$ cat config.mk
export PLATFORM = sky130hd
export DESIGN_NAME = rmcg_gate
export DESIGN_NICKNAME = d
export VERILOG_FILES = /design/src/logic/rmcg_map_table.v /design/src/logic/rmcg_gate.v
export VERILOG_INCLUDE_DIRS = /design/src /design/src/inc
export SDC_FILE = /design/constraint.sdc
export NUM_CORES = 1
export LEC_CHECK = 0
export BUFFER_PORTS_ARGS = -buffer_cell sky130_fd_sc_hd__buf_2
export CORE_MARGIN = 5
export CORE_UTILIZATION = 40
export CTS_CLUSTER_SIZE = 14
export DETAILED_ROUTE_END_ITERATION = 10
export SETUP_SLACK_MARGIN = 0.2
export SLEW_MARGIN = 20
export SYNTH_ARGS = -nofsm -noshare
export SYNTH_HDL_FRONTEND = slang
export SYNTH_HIERARCHICAL = 1
export SYNTH_SLANG_ARGS = --single-unit
$ cat constraint.sdc
create_clock -name mclk -period 3.6 [get_ports mclk]
set_input_delay 0.72 -clock mclk [delete_from_list [all_inputs] [get_ports mclk]]
set_output_delay 0.72 -clock mclk [all_outputs]
set_load 0.02 [all_outputs]
$ cat src/inc/rmcg_map.vh
// Constants of the remote command gate: function slots, default bit
// assignments, register byte addresses and control field positions.
// Assumes inclusion by bare name from the design files only.
`ifndef RMCG_MAP_VH
`define RMCG_MAP_VH

// Function slots of the assignment table.
`define RMCG_FN_START 4'h0
`define RMCG_FN_SEL1 4'h1
`define RMCG_FN_SEL2 4'h2
`define RMCG_FN_SEL4 4'h3
`define RMCG_FN_STOP 4'h4
`define RMCG_FN_PAUSE 4'h5
`define RMCG_FN_CONT 4'h6
`define RMCG_FN_RESET 4'h7
`define RMCG_FN_MOTON 4'h8
`define RMCG_FN_MOTOFF 4'h9
`define RMCG_FN_HOME 4'ha
`define RMCG_FN_LOWPWR 4'hb
`define RMCG_FN_COUNT 12
`define RMCG_FN_LAST 4'hb

// Table entry: bit 5 marks the slot assigned, bits 4..0 hold the input bit.
`define RMCG_ENT_USED 5
`define RMCG_ENT_NUM_MSB 4
`define RMCG_ENT_NONE 6'h00
`define RMCG_DEF_START 6'h20
`define RMCG_DEF_SEL1 6'h21
`define RMCG_DEF_SEL2 6'h22
`define RMCG_DEF_SEL4 6'h23
`define RMCG_DEF_STOP 6'h24
`define RMCG_DEF_PAUSE 6'h25
`define RMCG_DEF_CONT 6'h26
`define RMCG_DEF_RESET 6'h27

// Register byte addresses; table slots sit at 0x40 + 4 * slot.
`define RMCG_ADDR_CTRL 8'h00
`define RMCG_ADDR_VIRT 8'h04
`define RMCG_ADDR_STAT 8'h08
`define RMCG_ADDR_EFFIN 8'h0c
`define RMCG_MAP_PAGE 2'h1

// Control register fields.
`define RMCG_CTRL_ASSIGNED 0
`define RMCG_CTRL_AUTO 1
`define RMCG_CTRL_SRC_REMOTE 2
`define RMCG_CTRL_PROGRAM 3
`define RMCG_CTRL_RIO_EN 4
`define RMCG_CTRL_VIRT_EN 5
`define RMCG_CTRL_RST 6'h01

`define RMCG_RESP_OKAY 2'h0
`define RMCG_RESP_SLVERR 2'h2

`endif

$ cat src/logic/rmcg_map_table.v
// Function-to-input-bit assignment table of the remote command gate.
// Assumes one clock, synchronous active-high reset and a single writer.
`default_nettype none
`include "rmcg_map.vh"

module rmcg_map_table (
    input wire mclk,
    input wire sys_rst,
    input wire wrEn,
    input wire [3:0] wrIdx,
    input wire [5:0] wrData,
    input wire [3:0] rdIdx,
    output reg [5:0] rdData_ff,
    output reg [71:0] tableFlat
);
    reg [5:0] entry_ff [0:11];
    // Each process has its own loop index so no variable has two writers.
    integer i;
    integer j;

    function [5:0] defaultEntry;
        input [3:0] idx;
        begin
            case (idx)
                `RMCG_FN_START: defaultEntry = `RMCG_DEF_START;
                `RMCG_FN_SEL1: defaultEntry = `RMCG_DEF_SEL1;
                `RMCG_FN_SEL2: defaultEntry = `RMCG_DEF_SEL2;
                `RMCG_FN_SEL4: defaultEntry = `RMCG_DEF_SEL4;
                `RMCG_FN_STOP: defaultEntry = `RMCG_DEF_STOP;
                `RMCG_FN_PAUSE: defaultEntry = `RMCG_DEF_PAUSE;
                `RMCG_FN_CONT: defaultEntry = `RMCG_DEF_CONT;
                `RMCG_FN_RESET: defaultEntry = `RMCG_DEF_RESET;
                default: defaultEntry = `RMCG_ENT_NONE;
            endcase
        end
    endfunction

    always @(posedge mclk) begin
        if (sys_rst) begin
            for (i = 0; i < `RMCG_FN_COUNT; i = i + 1) begin
                entry_ff[i] <= defaultEntry(i[3:0]);
            end
            rdData_ff <= `RMCG_ENT_NONE;
        end else begin
            if (wrEn && wrIdx <= `RMCG_FN_LAST) begin
                entry_ff[wrIdx] <= wrData;
            end
            if (rdIdx <= `RMCG_FN_LAST) begin
                rdData_ff <= entry_ff[rdIdx];
            end else begin
                rdData_ff <= `RMCG_ENT_NONE;
            end
        end
    end

    always @* begin
        for (j = 0; j < `RMCG_FN_COUNT; j = j + 1) begin
            tableFlat[j*6 +: 6] = entry_ff[j];
        end
    end
endmodule
`default_nettype wire

$ cat src/logic/rmcg_gate.v
// Remote command gate: turns host input edges into one-cycle command
// pulses for the controller core, gated by the core's status levels.
// Assumes status inputs are synchronous to mclk (wired inputs pass a two-stage synchroniser) and an
// AXI4-Lite master that keeps one write and one read in flight at most.
//
// Contract
// - In teach mode all commands are ignored; status keeps updating; code still passes forced low power stop and hold.
// - Remote-accepting is on when functions assigned and source is remote.
// - Non-select commands fire on rising edge if conditions hold then.
// - After error only reset is accepted; host watches error and resets; code also passes forced low power.
// - Start launches selected program: ready, no error/stop/guard/pause.
// - Three select inputs form the program number; they trigger nothing.
// - Select bits weigh 1, 2, 4; all off picks the base program.
// - Stop halts everything; needs only remote availability; code also blocks it while error is on.
// - Pause is accepted only while running is on.
// - Continue needs paused on and pause and stop inputs off.
// - Reset clears emergency stop and error; needs ready on.
// - Motor enable needs ready, no e-stop, no guard, no disable input.
// - Motor disable removes power; needs ready on.
// - Home needs ready, motors on, no faults, pause and stop off.
// - Forced low power stops tasks and holds low power while on.
// - Forced low power is honoured even when remote-accepting is off.
// - Simulated inputs work exactly like wired inputs.
// - Every command also needs remote-accepting on; code lets forced low power bypass it.
// - Remote-accepting: auto mode with remote source, or program mode; code also needs RIO enable in program mode.
// - Forced low power falling also stops all tasks.
//
// Implementation choices: the placing of the registers and the AXI4-Lite register port.
`default_nettype none
`include "rmcg_map.vh"

module rmcg_gate (
    input wire mclk,
    input wire sys_rst,
    input wire [7:0] s_axi_awaddr,
    input wire s_axi_awvalid,
    output wire s_axi_awready,
    input wire [31:0] s_axi_wdata,
    input wire [3:0] s_axi_wstrb,
    input wire s_axi_wvalid,
    output wire s_axi_wready,
    output wire [1:0] s_axi_bresp,
    output wire s_axi_bvalid,
    input wire s_axi_bready,
    input wire [7:0] s_axi_araddr,
    input wire s_axi_arvalid,
    output wire s_axi_arready,
    output wire [31:0] s_axi_rdata,
    output wire [1:0] s_axi_rresp,
    output wire s_axi_rvalid,
    input wire s_axi_rready,
    input wire [31:0] wiredInputs,
    input wire readyStatus,
    input wire runningStatus,
    input wire pausedStatus,
    input wire errorStatus,
    input wire emergency_stop_status,
    input wire guard_open_status,
    input wire motor_powered_status,
    input wire teaching_status,
    output wire startPulse,
    output wire [2:0] programNumber,
    output wire stopPulse,
    output wire pausePulse,
    output wire continuePulse,
    output wire errorResetPulse,
    output wire motorOnPulse,
    output wire motorOffPulse,
    output wire homePulse,
    output wire lowPowerHold,
    output wire remote_accepting_status
);
    reg awReady_ff, wReady_ff, bValid_ff, awHeld_ff, wHeld_ff;
    reg [1:0] bResp_ff;
    reg [7:0] awAddr_ff;
    reg [31:0] wData_ff;
    reg [3:0] wStrb_ff;
    reg arReady_ff, rdStage_ff, rValid_ff;
    reg [7:0] rdAddr_ff;
    reg [31:0] rData_ff;
    reg [1:0] rResp_ff;
    reg [5:0] ctrl_ff;
    reg [31:0] virtIn_ff;
    reg [31:0] syncA_ff, syncB_ff;
    reg [11:0] prevLvl_ff;
    reg startPulse_ff, stopPulse_ff, pausePulse_ff, continuePulse_ff;
    reg errorResetPulse_ff, motorOnPulse_ff, motorOffPulse_ff;
    reg homePulse_ff, lowPowerHold_ff, remoteAccepting_ff;
    reg [2:0] programNumber_ff;
    reg [11:0] lvl;
    reg [31:0] readMux;
    wire [5:0] memRd;
    wire [71:0] tableFlat;
    wire [31:0] effIn;
    wire [11:0] rise, fall;
    wire doWrite, gateOk, cmdOk, nxt_remoteAccepting;
    wire [31:0] ctrlMerged, virtMerged;
    integer f;

    // True when the byte address is a word-aligned slot 0..11 of the assignment table page.
    function isMapAddr;
        input [7:0] addr;
        begin
            isMapAddr = (addr[7:6] == `RMCG_MAP_PAGE) &&
                (addr[5:2] <= `RMCG_FN_LAST) && (addr[1:0] == 2'h0);
        end
    endfunction

    function addrHit;
        input [7:0] addr;
        begin
            addrHit = isMapAddr(addr) || addr == `RMCG_ADDR_CTRL ||
                addr == `RMCG_ADDR_VIRT || addr == `RMCG_ADDR_STAT ||
                addr == `RMCG_ADDR_EFFIN;
        end
    endfunction

    function [31:0] applyStrb;
        input [31:0] old;
        input [31:0] nw;
        input [3:0] strb;
        integer b;
        begin
            applyStrb = old;
            for (b = 0; b < 4; b = b + 1) begin
                if (strb[b]) begin
                    applyStrb[b*8 +: 8] = nw[b*8 +: 8];
                end
            end
        end
    endfunction

    // Level of one function: its assigned input bit, or off if unassigned.
    function lvlOf;
        input [5:0] ent;
        input [31:0] ins;
        begin
            lvlOf = ent[`RMCG_ENT_USED] & ins[ent[`RMCG_ENT_NUM_MSB:0]];
        end
    endfunction

    assign s_axi_awready = awReady_ff;
    assign s_axi_wready = wReady_ff;
    assign s_axi_bvalid = bValid_ff;
    assign s_axi_bresp = bResp_ff;
    assign s_axi_arready = arReady_ff;
    assign s_axi_rvalid = rValid_ff;
    assign s_axi_rdata = rData_ff;
    assign s_axi_rresp = rResp_ff;
    assign startPulse = startPulse_ff;
    assign programNumber = programNumber_ff;
    assign stopPulse = stopPulse_ff;
    assign pausePulse = pausePulse_ff;
    assign continuePulse = continuePulse_ff;
    assign errorResetPulse = errorResetPulse_ff;
    assign motorOnPulse = motorOnPulse_ff;
    assign motorOffPulse = motorOffPulse_ff;
    assign homePulse = homePulse_ff;
    assign lowPowerHold = lowPowerHold_ff;
    assign remote_accepting_status = remoteAccepting_ff;

    assign doWrite = awHeld_ff & wHeld_ff & ~bValid_ff;
    assign ctrlMerged = applyStrb({26'h0, ctrl_ff}, wData_ff, wStrb_ff);
    assign virtMerged = applyStrb(virtIn_ff, wData_ff, wStrb_ff);

    rmcg_map_table mapTable (
        .mclk(mclk),
        .sys_rst(sys_rst),
        .wrEn(doWrite & isMapAddr(awAddr_ff) & wStrb_ff[0]),
        .wrIdx(awAddr_ff[5:2]),
        .wrData(wData_ff[5:0]),
        .rdIdx(s_axi_araddr[5:2]),
        .rdData_ff(memRd),
        .tableFlat(tableFlat)
    );

    // Write channel: address and data are taken in either order; the
    // response is raised once both are held, and both readies stay low
    // until the response is taken so only one write is ever in flight.
    always @(posedge mclk) begin
        if (sys_rst) begin
            awReady_ff <= 1'b1;
            wReady_ff <= 1'b1;
            awHeld_ff <= 1'b0;
            wHeld_ff <= 1'b0;
            bValid_ff <= 1'b0;
            bResp_ff <= `RMCG_RESP_OKAY;
            awAddr_ff <= 8'h00;
            wData_ff <= 32'h00000000;
            wStrb_ff <= 4'h0;
        end else begin
            if (s_axi_awvalid && awReady_ff) begin
                awAddr_ff <= s_axi_awaddr;
                awHeld_ff <= 1'b1;
                awReady_ff <= 1'b0;
            end
            if (s_axi_wvalid && wReady_ff) begin
                wData_ff <= s_axi_wdata;
                wStrb_ff <= s_axi_wstrb;
                wHeld_ff <= 1'b1;
                wReady_ff <= 1'b0;
            end
            if (doWrite) begin
                awHeld_ff <= 1'b0;
                wHeld_ff <= 1'b0;
                bValid_ff <= 1'b1;
                if (addrHit(awAddr_ff)) begin
                    bResp_ff <= `RMCG_RESP_OKAY;
                end else begin
                    bResp_ff <= `RMCG_RESP_SLVERR;
                end
            end
            if (bValid_ff && s_axi_bready) begin
                bValid_ff <= 1'b0;
                awReady_ff <= 1'b1;
                wReady_ff <= 1'b1;
            end
        end
    end

    always @(posedge mclk) begin
        if (sys_rst) begin
            ctrl_ff <= `RMCG_CTRL_RST;
            virtIn_ff <= 32'h00000000;
        end else if (doWrite) begin
            if (awAddr_ff == `RMCG_ADDR_CTRL) begin
                ctrl_ff <= ctrlMerged[5:0];
            end
            if (awAddr_ff == `RMCG_ADDR_VIRT) begin
                virtIn_ff <= virtMerged;
            end
        end
    end

    always @* begin
        readMux = 32'h00000000;
        if (isMapAddr(rdAddr_ff)) begin
            readMux = {26'h0, memRd};
        end else begin
            case (rdAddr_ff)
                `RMCG_ADDR_CTRL: readMux = {26'h0, ctrl_ff};
                `RMCG_ADDR_VIRT: readMux = virtIn_ff;
                `RMCG_ADDR_STAT: readMux = {26'h0, teaching_status,
                    programNumber_ff, lowPowerHold_ff, remoteAccepting_ff};
                `RMCG_ADDR_EFFIN: readMux = effIn;
                default: readMux = 32'h00000000;
            endcase
        end
    end

    // Read channel: the table is read on the same edge that takes the
    // address, so the data valid comes one edge after the handshake.
    always @(posedge mclk) begin
        if (sys_rst) begin
            arReady_ff <= 1'b1;
            rdStage_ff <= 1'b0;
            rValid_ff <= 1'b0;
            rdAddr_ff <= 8'h00;
            rData_ff <= 32'h00000000;
            rResp_ff <= `RMCG_RESP_OKAY;
        end else begin
            if (s_axi_arvalid && arReady_ff) begin
                rdAddr_ff <= s_axi_araddr;
                arReady_ff <= 1'b0;
                rdStage_ff <= 1'b1;
            end
            if (rdStage_ff) begin
                rdStage_ff <= 1'b0;
                rValid_ff <= 1'b1;
                rData_ff <= readMux;
                if (addrHit(rdAddr_ff)) begin
                    rResp_ff <= `RMCG_RESP_OKAY;
                end else begin
                    rResp_ff <= `RMCG_RESP_SLVERR;
                end
            end
            if (rValid_ff && s_axi_rready) begin
                rValid_ff <= 1'b0;
                arReady_ff <= 1'b1;
            end
        end
    end

    // Two-stage synchroniser; the first stage feeds nothing but the second.
    always @(posedge mclk) begin
        if (sys_rst) begin
            syncA_ff <= 32'h00000000;
            syncB_ff <= 32'h00000000;
        end else begin
            syncA_ff <= wiredInputs;
            syncB_ff <= syncA_ff;
        end
    end

    assign effIn = ctrl_ff[`RMCG_CTRL_VIRT_EN] ? virtIn_ff : syncB_ff;

    always @* begin
        for (f = 0; f < `RMCG_FN_COUNT; f = f + 1) begin
            lvl[f] = lvlOf(tableFlat[f*6 +: 6], effIn);
        end
    end

    assign rise = lvl & ~prevLvl_ff;
    assign fall = ~lvl & prevLvl_ff;

    // Status is computed regardless of teach mode; only commands are gated.
    assign nxt_remoteAccepting = ctrl_ff[`RMCG_CTRL_ASSIGNED] &
        ((ctrl_ff[`RMCG_CTRL_AUTO] & ctrl_ff[`RMCG_CTRL_SRC_REMOTE]) |
        (ctrl_ff[`RMCG_CTRL_PROGRAM] & ctrl_ff[`RMCG_CTRL_RIO_EN]));
    assign gateOk = remoteAccepting_ff & ~teaching_status;
    assign cmdOk = gateOk & ~errorStatus;

    always @(posedge mclk) begin
        if (sys_rst) begin
            prevLvl_ff <= 12'h000;
            remoteAccepting_ff <= 1'b0;
            startPulse_ff <= 1'b0;
            programNumber_ff <= 3'h0;
            stopPulse_ff <= 1'b0;
            pausePulse_ff <= 1'b0;
            continuePulse_ff <= 1'b0;
            errorResetPulse_ff <= 1'b0;
            motorOnPulse_ff <= 1'b0;
            motorOffPulse_ff <= 1'b0;
            homePulse_ff <= 1'b0;
            lowPowerHold_ff <= 1'b0;
        end else begin
            prevLvl_ff <= lvl;
            remoteAccepting_ff <= nxt_remoteAccepting;
            startPulse_ff <= rise[`RMCG_FN_START] & cmdOk & readyStatus &
                ~emergency_stop_status & ~guard_open_status &
                ~lvl[`RMCG_FN_PAUSE] & ~lvl[`RMCG_FN_STOP];
            if (rise[`RMCG_FN_START] && cmdOk && readyStatus &&
                !emergency_stop_status && !guard_open_status &&
                !lvl[`RMCG_FN_PAUSE] && !lvl[`RMCG_FN_STOP]) begin
                programNumber_ff <= {lvl[`RMCG_FN_SEL4],
                    lvl[`RMCG_FN_SEL2], lvl[`RMCG_FN_SEL1]};
            end
            // Forced low power bypasses every gate and stops on both edges.
            stopPulse_ff <= (rise[`RMCG_FN_STOP] & cmdOk) |
                rise[`RMCG_FN_LOWPWR] | fall[`RMCG_FN_LOWPWR];
            pausePulse_ff <= rise[`RMCG_FN_PAUSE] & cmdOk &
                runningStatus;
            continuePulse_ff <= rise[`RMCG_FN_CONT] & cmdOk & pausedStatus &
                ~lvl[`RMCG_FN_PAUSE] & ~lvl[`RMCG_FN_STOP];
            errorResetPulse_ff <= rise[`RMCG_FN_RESET] & gateOk &
                readyStatus;
            motorOnPulse_ff <= rise[`RMCG_FN_MOTON] & cmdOk & readyStatus &
                ~emergency_stop_status & ~guard_open_status &
                ~lvl[`RMCG_FN_MOTOFF];
            motorOffPulse_ff <= rise[`RMCG_FN_MOTOFF] & cmdOk &
                readyStatus;
            homePulse_ff <= rise[`RMCG_FN_HOME] & cmdOk & readyStatus &
                motor_powered_status & ~emergency_stop_status &
                ~guard_open_status & ~lvl[`RMCG_FN_PAUSE] &
                ~lvl[`RMCG_FN_STOP];
            lowPowerHold_ff <= lvl[`RMCG_FN_LOWPWR];
        end
    end
endmodule
`default_nettype wire

==> out/qor.csv <==
stage;metric;value;unit
die;Row Count;71;
route;detailed-route DRC error count;0;
finish;area delta synth->final;14.2;%
route;final wirelength;51100;um
die;initial core utilization;40.5;%
route;drt initial violations;1059;
route;vias per inst;5.91;
critical_path;critical-path maximum fanout;27;
cts;clock latency at the later pin of the worst-skew pair;0.58;ns
finish;most common cell after layout, fill and taps aside;dfxtp_1;
sta;achievable frequency;310;MHz
placement;RePlAce Congestion;0.981;
sta;max-slew violations;0;
sta;Final TNS setup;0;ns
status;outcome;finished clean;
cts;clk buf depth;3;
grt;Total GRT Usage;23.9;%
critical_path;crit start category;register;
die;core footprint;37600;sq um
sta;Slew headroom;35.0;%
route;drt wl/cell;25.4;um
die;Die Wd;205;um
grt;largest net degree at the start of global routing;89;
grt;grt total ovfl;0;
critical_path;CP Capture Type;register;
grt;initial antenna violation count;3;
sta;final setup vio count;0;
finish;final instance area;17400;sq um
logic_synthesis;top_reg_cell synth;dfxtp_1;
logic_synthesis;Post-synth EDFFs;72;
cts;setup bufs post-CTS;0;
placement;buffers added on ports;150;
power_and_ir_drop;Lkg Pwr;0.00622;uW
worst_hold_path;hold depth;2;
logic_synthesis;Yosys cell types;69;
logic_synthesis;Synth Instances;1369;
logic_synthesis;syn_area_per_cell;11.1;sq um
logic_synthesis;post-synth top area cell;dfxtp_1;
finish;Layout Nets;1573;
die;Chip Height;205;um
cts;clk slew on worst S/H paths;0.06;ns
logic_synthesis;Synth Register Bits;295;
route;Pre-antenna DRT Iters;5;
critical_path;signal arrival time at the worst endpoint;3.72;ns
finish;share of post-route cells with drive strength above 1;28.2;%
grt;vias in the first global route;11500;
logic_synthesis;asr flop ratio synth;0;%
worst_hold_path;Worst Hold Class;primary input to register;
cts;Root Buffer Master;clkbuf_16;
logic_synthesis;synth top area cells;dfxtp_1, mux4_2, edfxtp_1;
job;Maximum Capacitance Violations;0;
cts;number of CTS-inserted buffers;31;
placement;hpwl dp;38300;um
worst_hold_path;worst hold start;errorStatus;
sta;period utilisation layout;89.6;%
cts;CTS tree;built;
die;die area;42000;sq um
route;Antenna Nets Post-Route;0;
grt;first-pass GRT wire length;75400;um
finish;commonest non-fill, non-tap cells in the layout;dfxtp_1, nand2_1, buf_2, mux4_2, a21oi_1;
critical_path;worst r2r src;ctrl_ff[5];
sta;Clock Skew;0.0147;ns
power_and_ir_drop;Peak VDD IR;0.319;mV
placement;area of placed instances;16300;sq um
critical_path;Register-to-Register Path Depth;8;
finish;fill count;3559;
sta;Worst-Margin Slew;0.948;ns
cts;H-tree depth;1;
critical_path;critical path class;register to register;
power_and_ir_drop;Pwr per Cell Area;430;nW/um^2
logic_synthesis;sequential share of the synthesized area;43.5;%
critical_path;WP data required;4.10;ns
cts;Clock Sinks;295;
logic_synthesis;yosys warns;6;
route;Vias;11900;
logic_synthesis;Yosys top cell area share;29.3;%
sta;Tmin final;3.22;ns
die;io pins;153;
critical_path;crit path launch;ctrl_ff[5];
sta;Final Hold Viols;0;
logic_synthesis;Mapped Area;15200;sq um
sta;RSZ-0062 raised after global routing;false;
layer usage:
layer  wire length (um)  up-vias  GRT usage (%)  share of wire, %
li1                   -     5287              -                 -
met2              21600      702           35.1                42
met5                 27        -              0             0.053
met4               2200        4           8.44               4.3
met1              21900     5780           34.8                43
met3               5370      116           5.32                11
registers in the layout, summed over array words and instances (netlist names), 3 cells and up:
register / cells
virtIn_ff: 32
ctrl_ff: 6
prevLvl_ff: 8
syncA_ff: 32
awAddr_ff: 8
rdAddr_ff: 8
s_axi_rdata: 32
mapTable/rdData_ff: 6
programNumber: 3
syncB_ff: 32
wData_ff: 32
mapTable/entry_ff: 72
wStrb_ff: 4
logic make-up (layout without fill, tap and decap cells):
| kind of cell | after synthesis | in the layout | share of synthesized area (%) |
|---|---|---|---|
| compound gates | 213 | 213 | 8.62 |
| mux | 227 | 227 | 26.6 |
| simple gates | 503 | 503 | 17.1 |
| flops | 295 | 295 | 43.5 |
| xor+xnor | 1 | 1 | 0.0576 |
| buf+inv | 129 | 258 | 4.04 |
| other cells | 1 | 3 | 0.0246 |
cell usage after synthesis (5+ instances only):
cell,count
mux4_2,138
buf_2,17
nand2_1,179
nand3_1,52
a211oi_1,13
nand2b_1,8
dfxtp_1,223
buf_1,12
edfxtp_1,72
a21oi_1,100
o21ai_1,21
or2_2,14
nor2b_1,71
nor2_1,48
mux2i_1,59
inv_1,14
mux2_1,9
or3_1,19
clkbuf_1,71
nor3_1,19
nand3b_1,5
nand4_1,5
o2111ai_1,5
buf_6,9
a221o_1,5
and2_1,54
a22oi_1,27
mux2_2,17
o21ai_0,16
critical path, stage by stage (launching register included):
cell and delay [ns]:
dfxtp_4 0.59, buf_4 0.42, mux2i_1 0.63, mux4_2 0.39
o211ai_1 0.09, nand4_1 0.14, a21bo_1 0.32, nor4_4 0.31
mux2i_1 0.23
layout make-up:
class	count	area, sq um	share of cell area (%)
diodes	1	2.50	0.0144
clock buffers	53	987	5.68
clock inverters	5	47.5	0.274
inverters	14	52.6	0.302
multi-input cells	946	7990	46.0
flip-flops and latches	295	6630	38.2
well taps	511	639	3.68
repair buffers	186	1030	5.91
power by group:
group	internal, uW	total (uW)	switching (uW)
Clock	1860	3180	1320
Sequential	3500	3660	162
Combinational	299	634	336
Total	5660	7480	1810
repair_timing:
| item | 4_1_cts | 5_1_grt |
|---|---|---|
| resized for setup | 0 | 1 |
| hold buffers | 0 | 0 |
| endpoints found under the setup margin | 0 | 3 |
stage by stage:
step	worst slack, ns	cells	power, uW	util [%]	hold WS (ns)
global placement	0.534	1952	4350	43.5	0.393
detailed placement	0.403	1952	4350	43.5	0.397
floorplan	1.09	1370	4100	-	0.387
finish	0.376	2011	7480	46.2	0.339
global route	0.215	2010	7730	46.2	0.324
CTS	0.369	2010	7540	46.2	0.314
worst paths after layout:
path	end	slack [ns]
max reg2reg	programNumber[2]	0.38
max	programNumber[2]	0.38
min	motorOffPulse	0.34
min reg2reg	errorResetPulse	0.41
(Power assumes the default switching activity.)
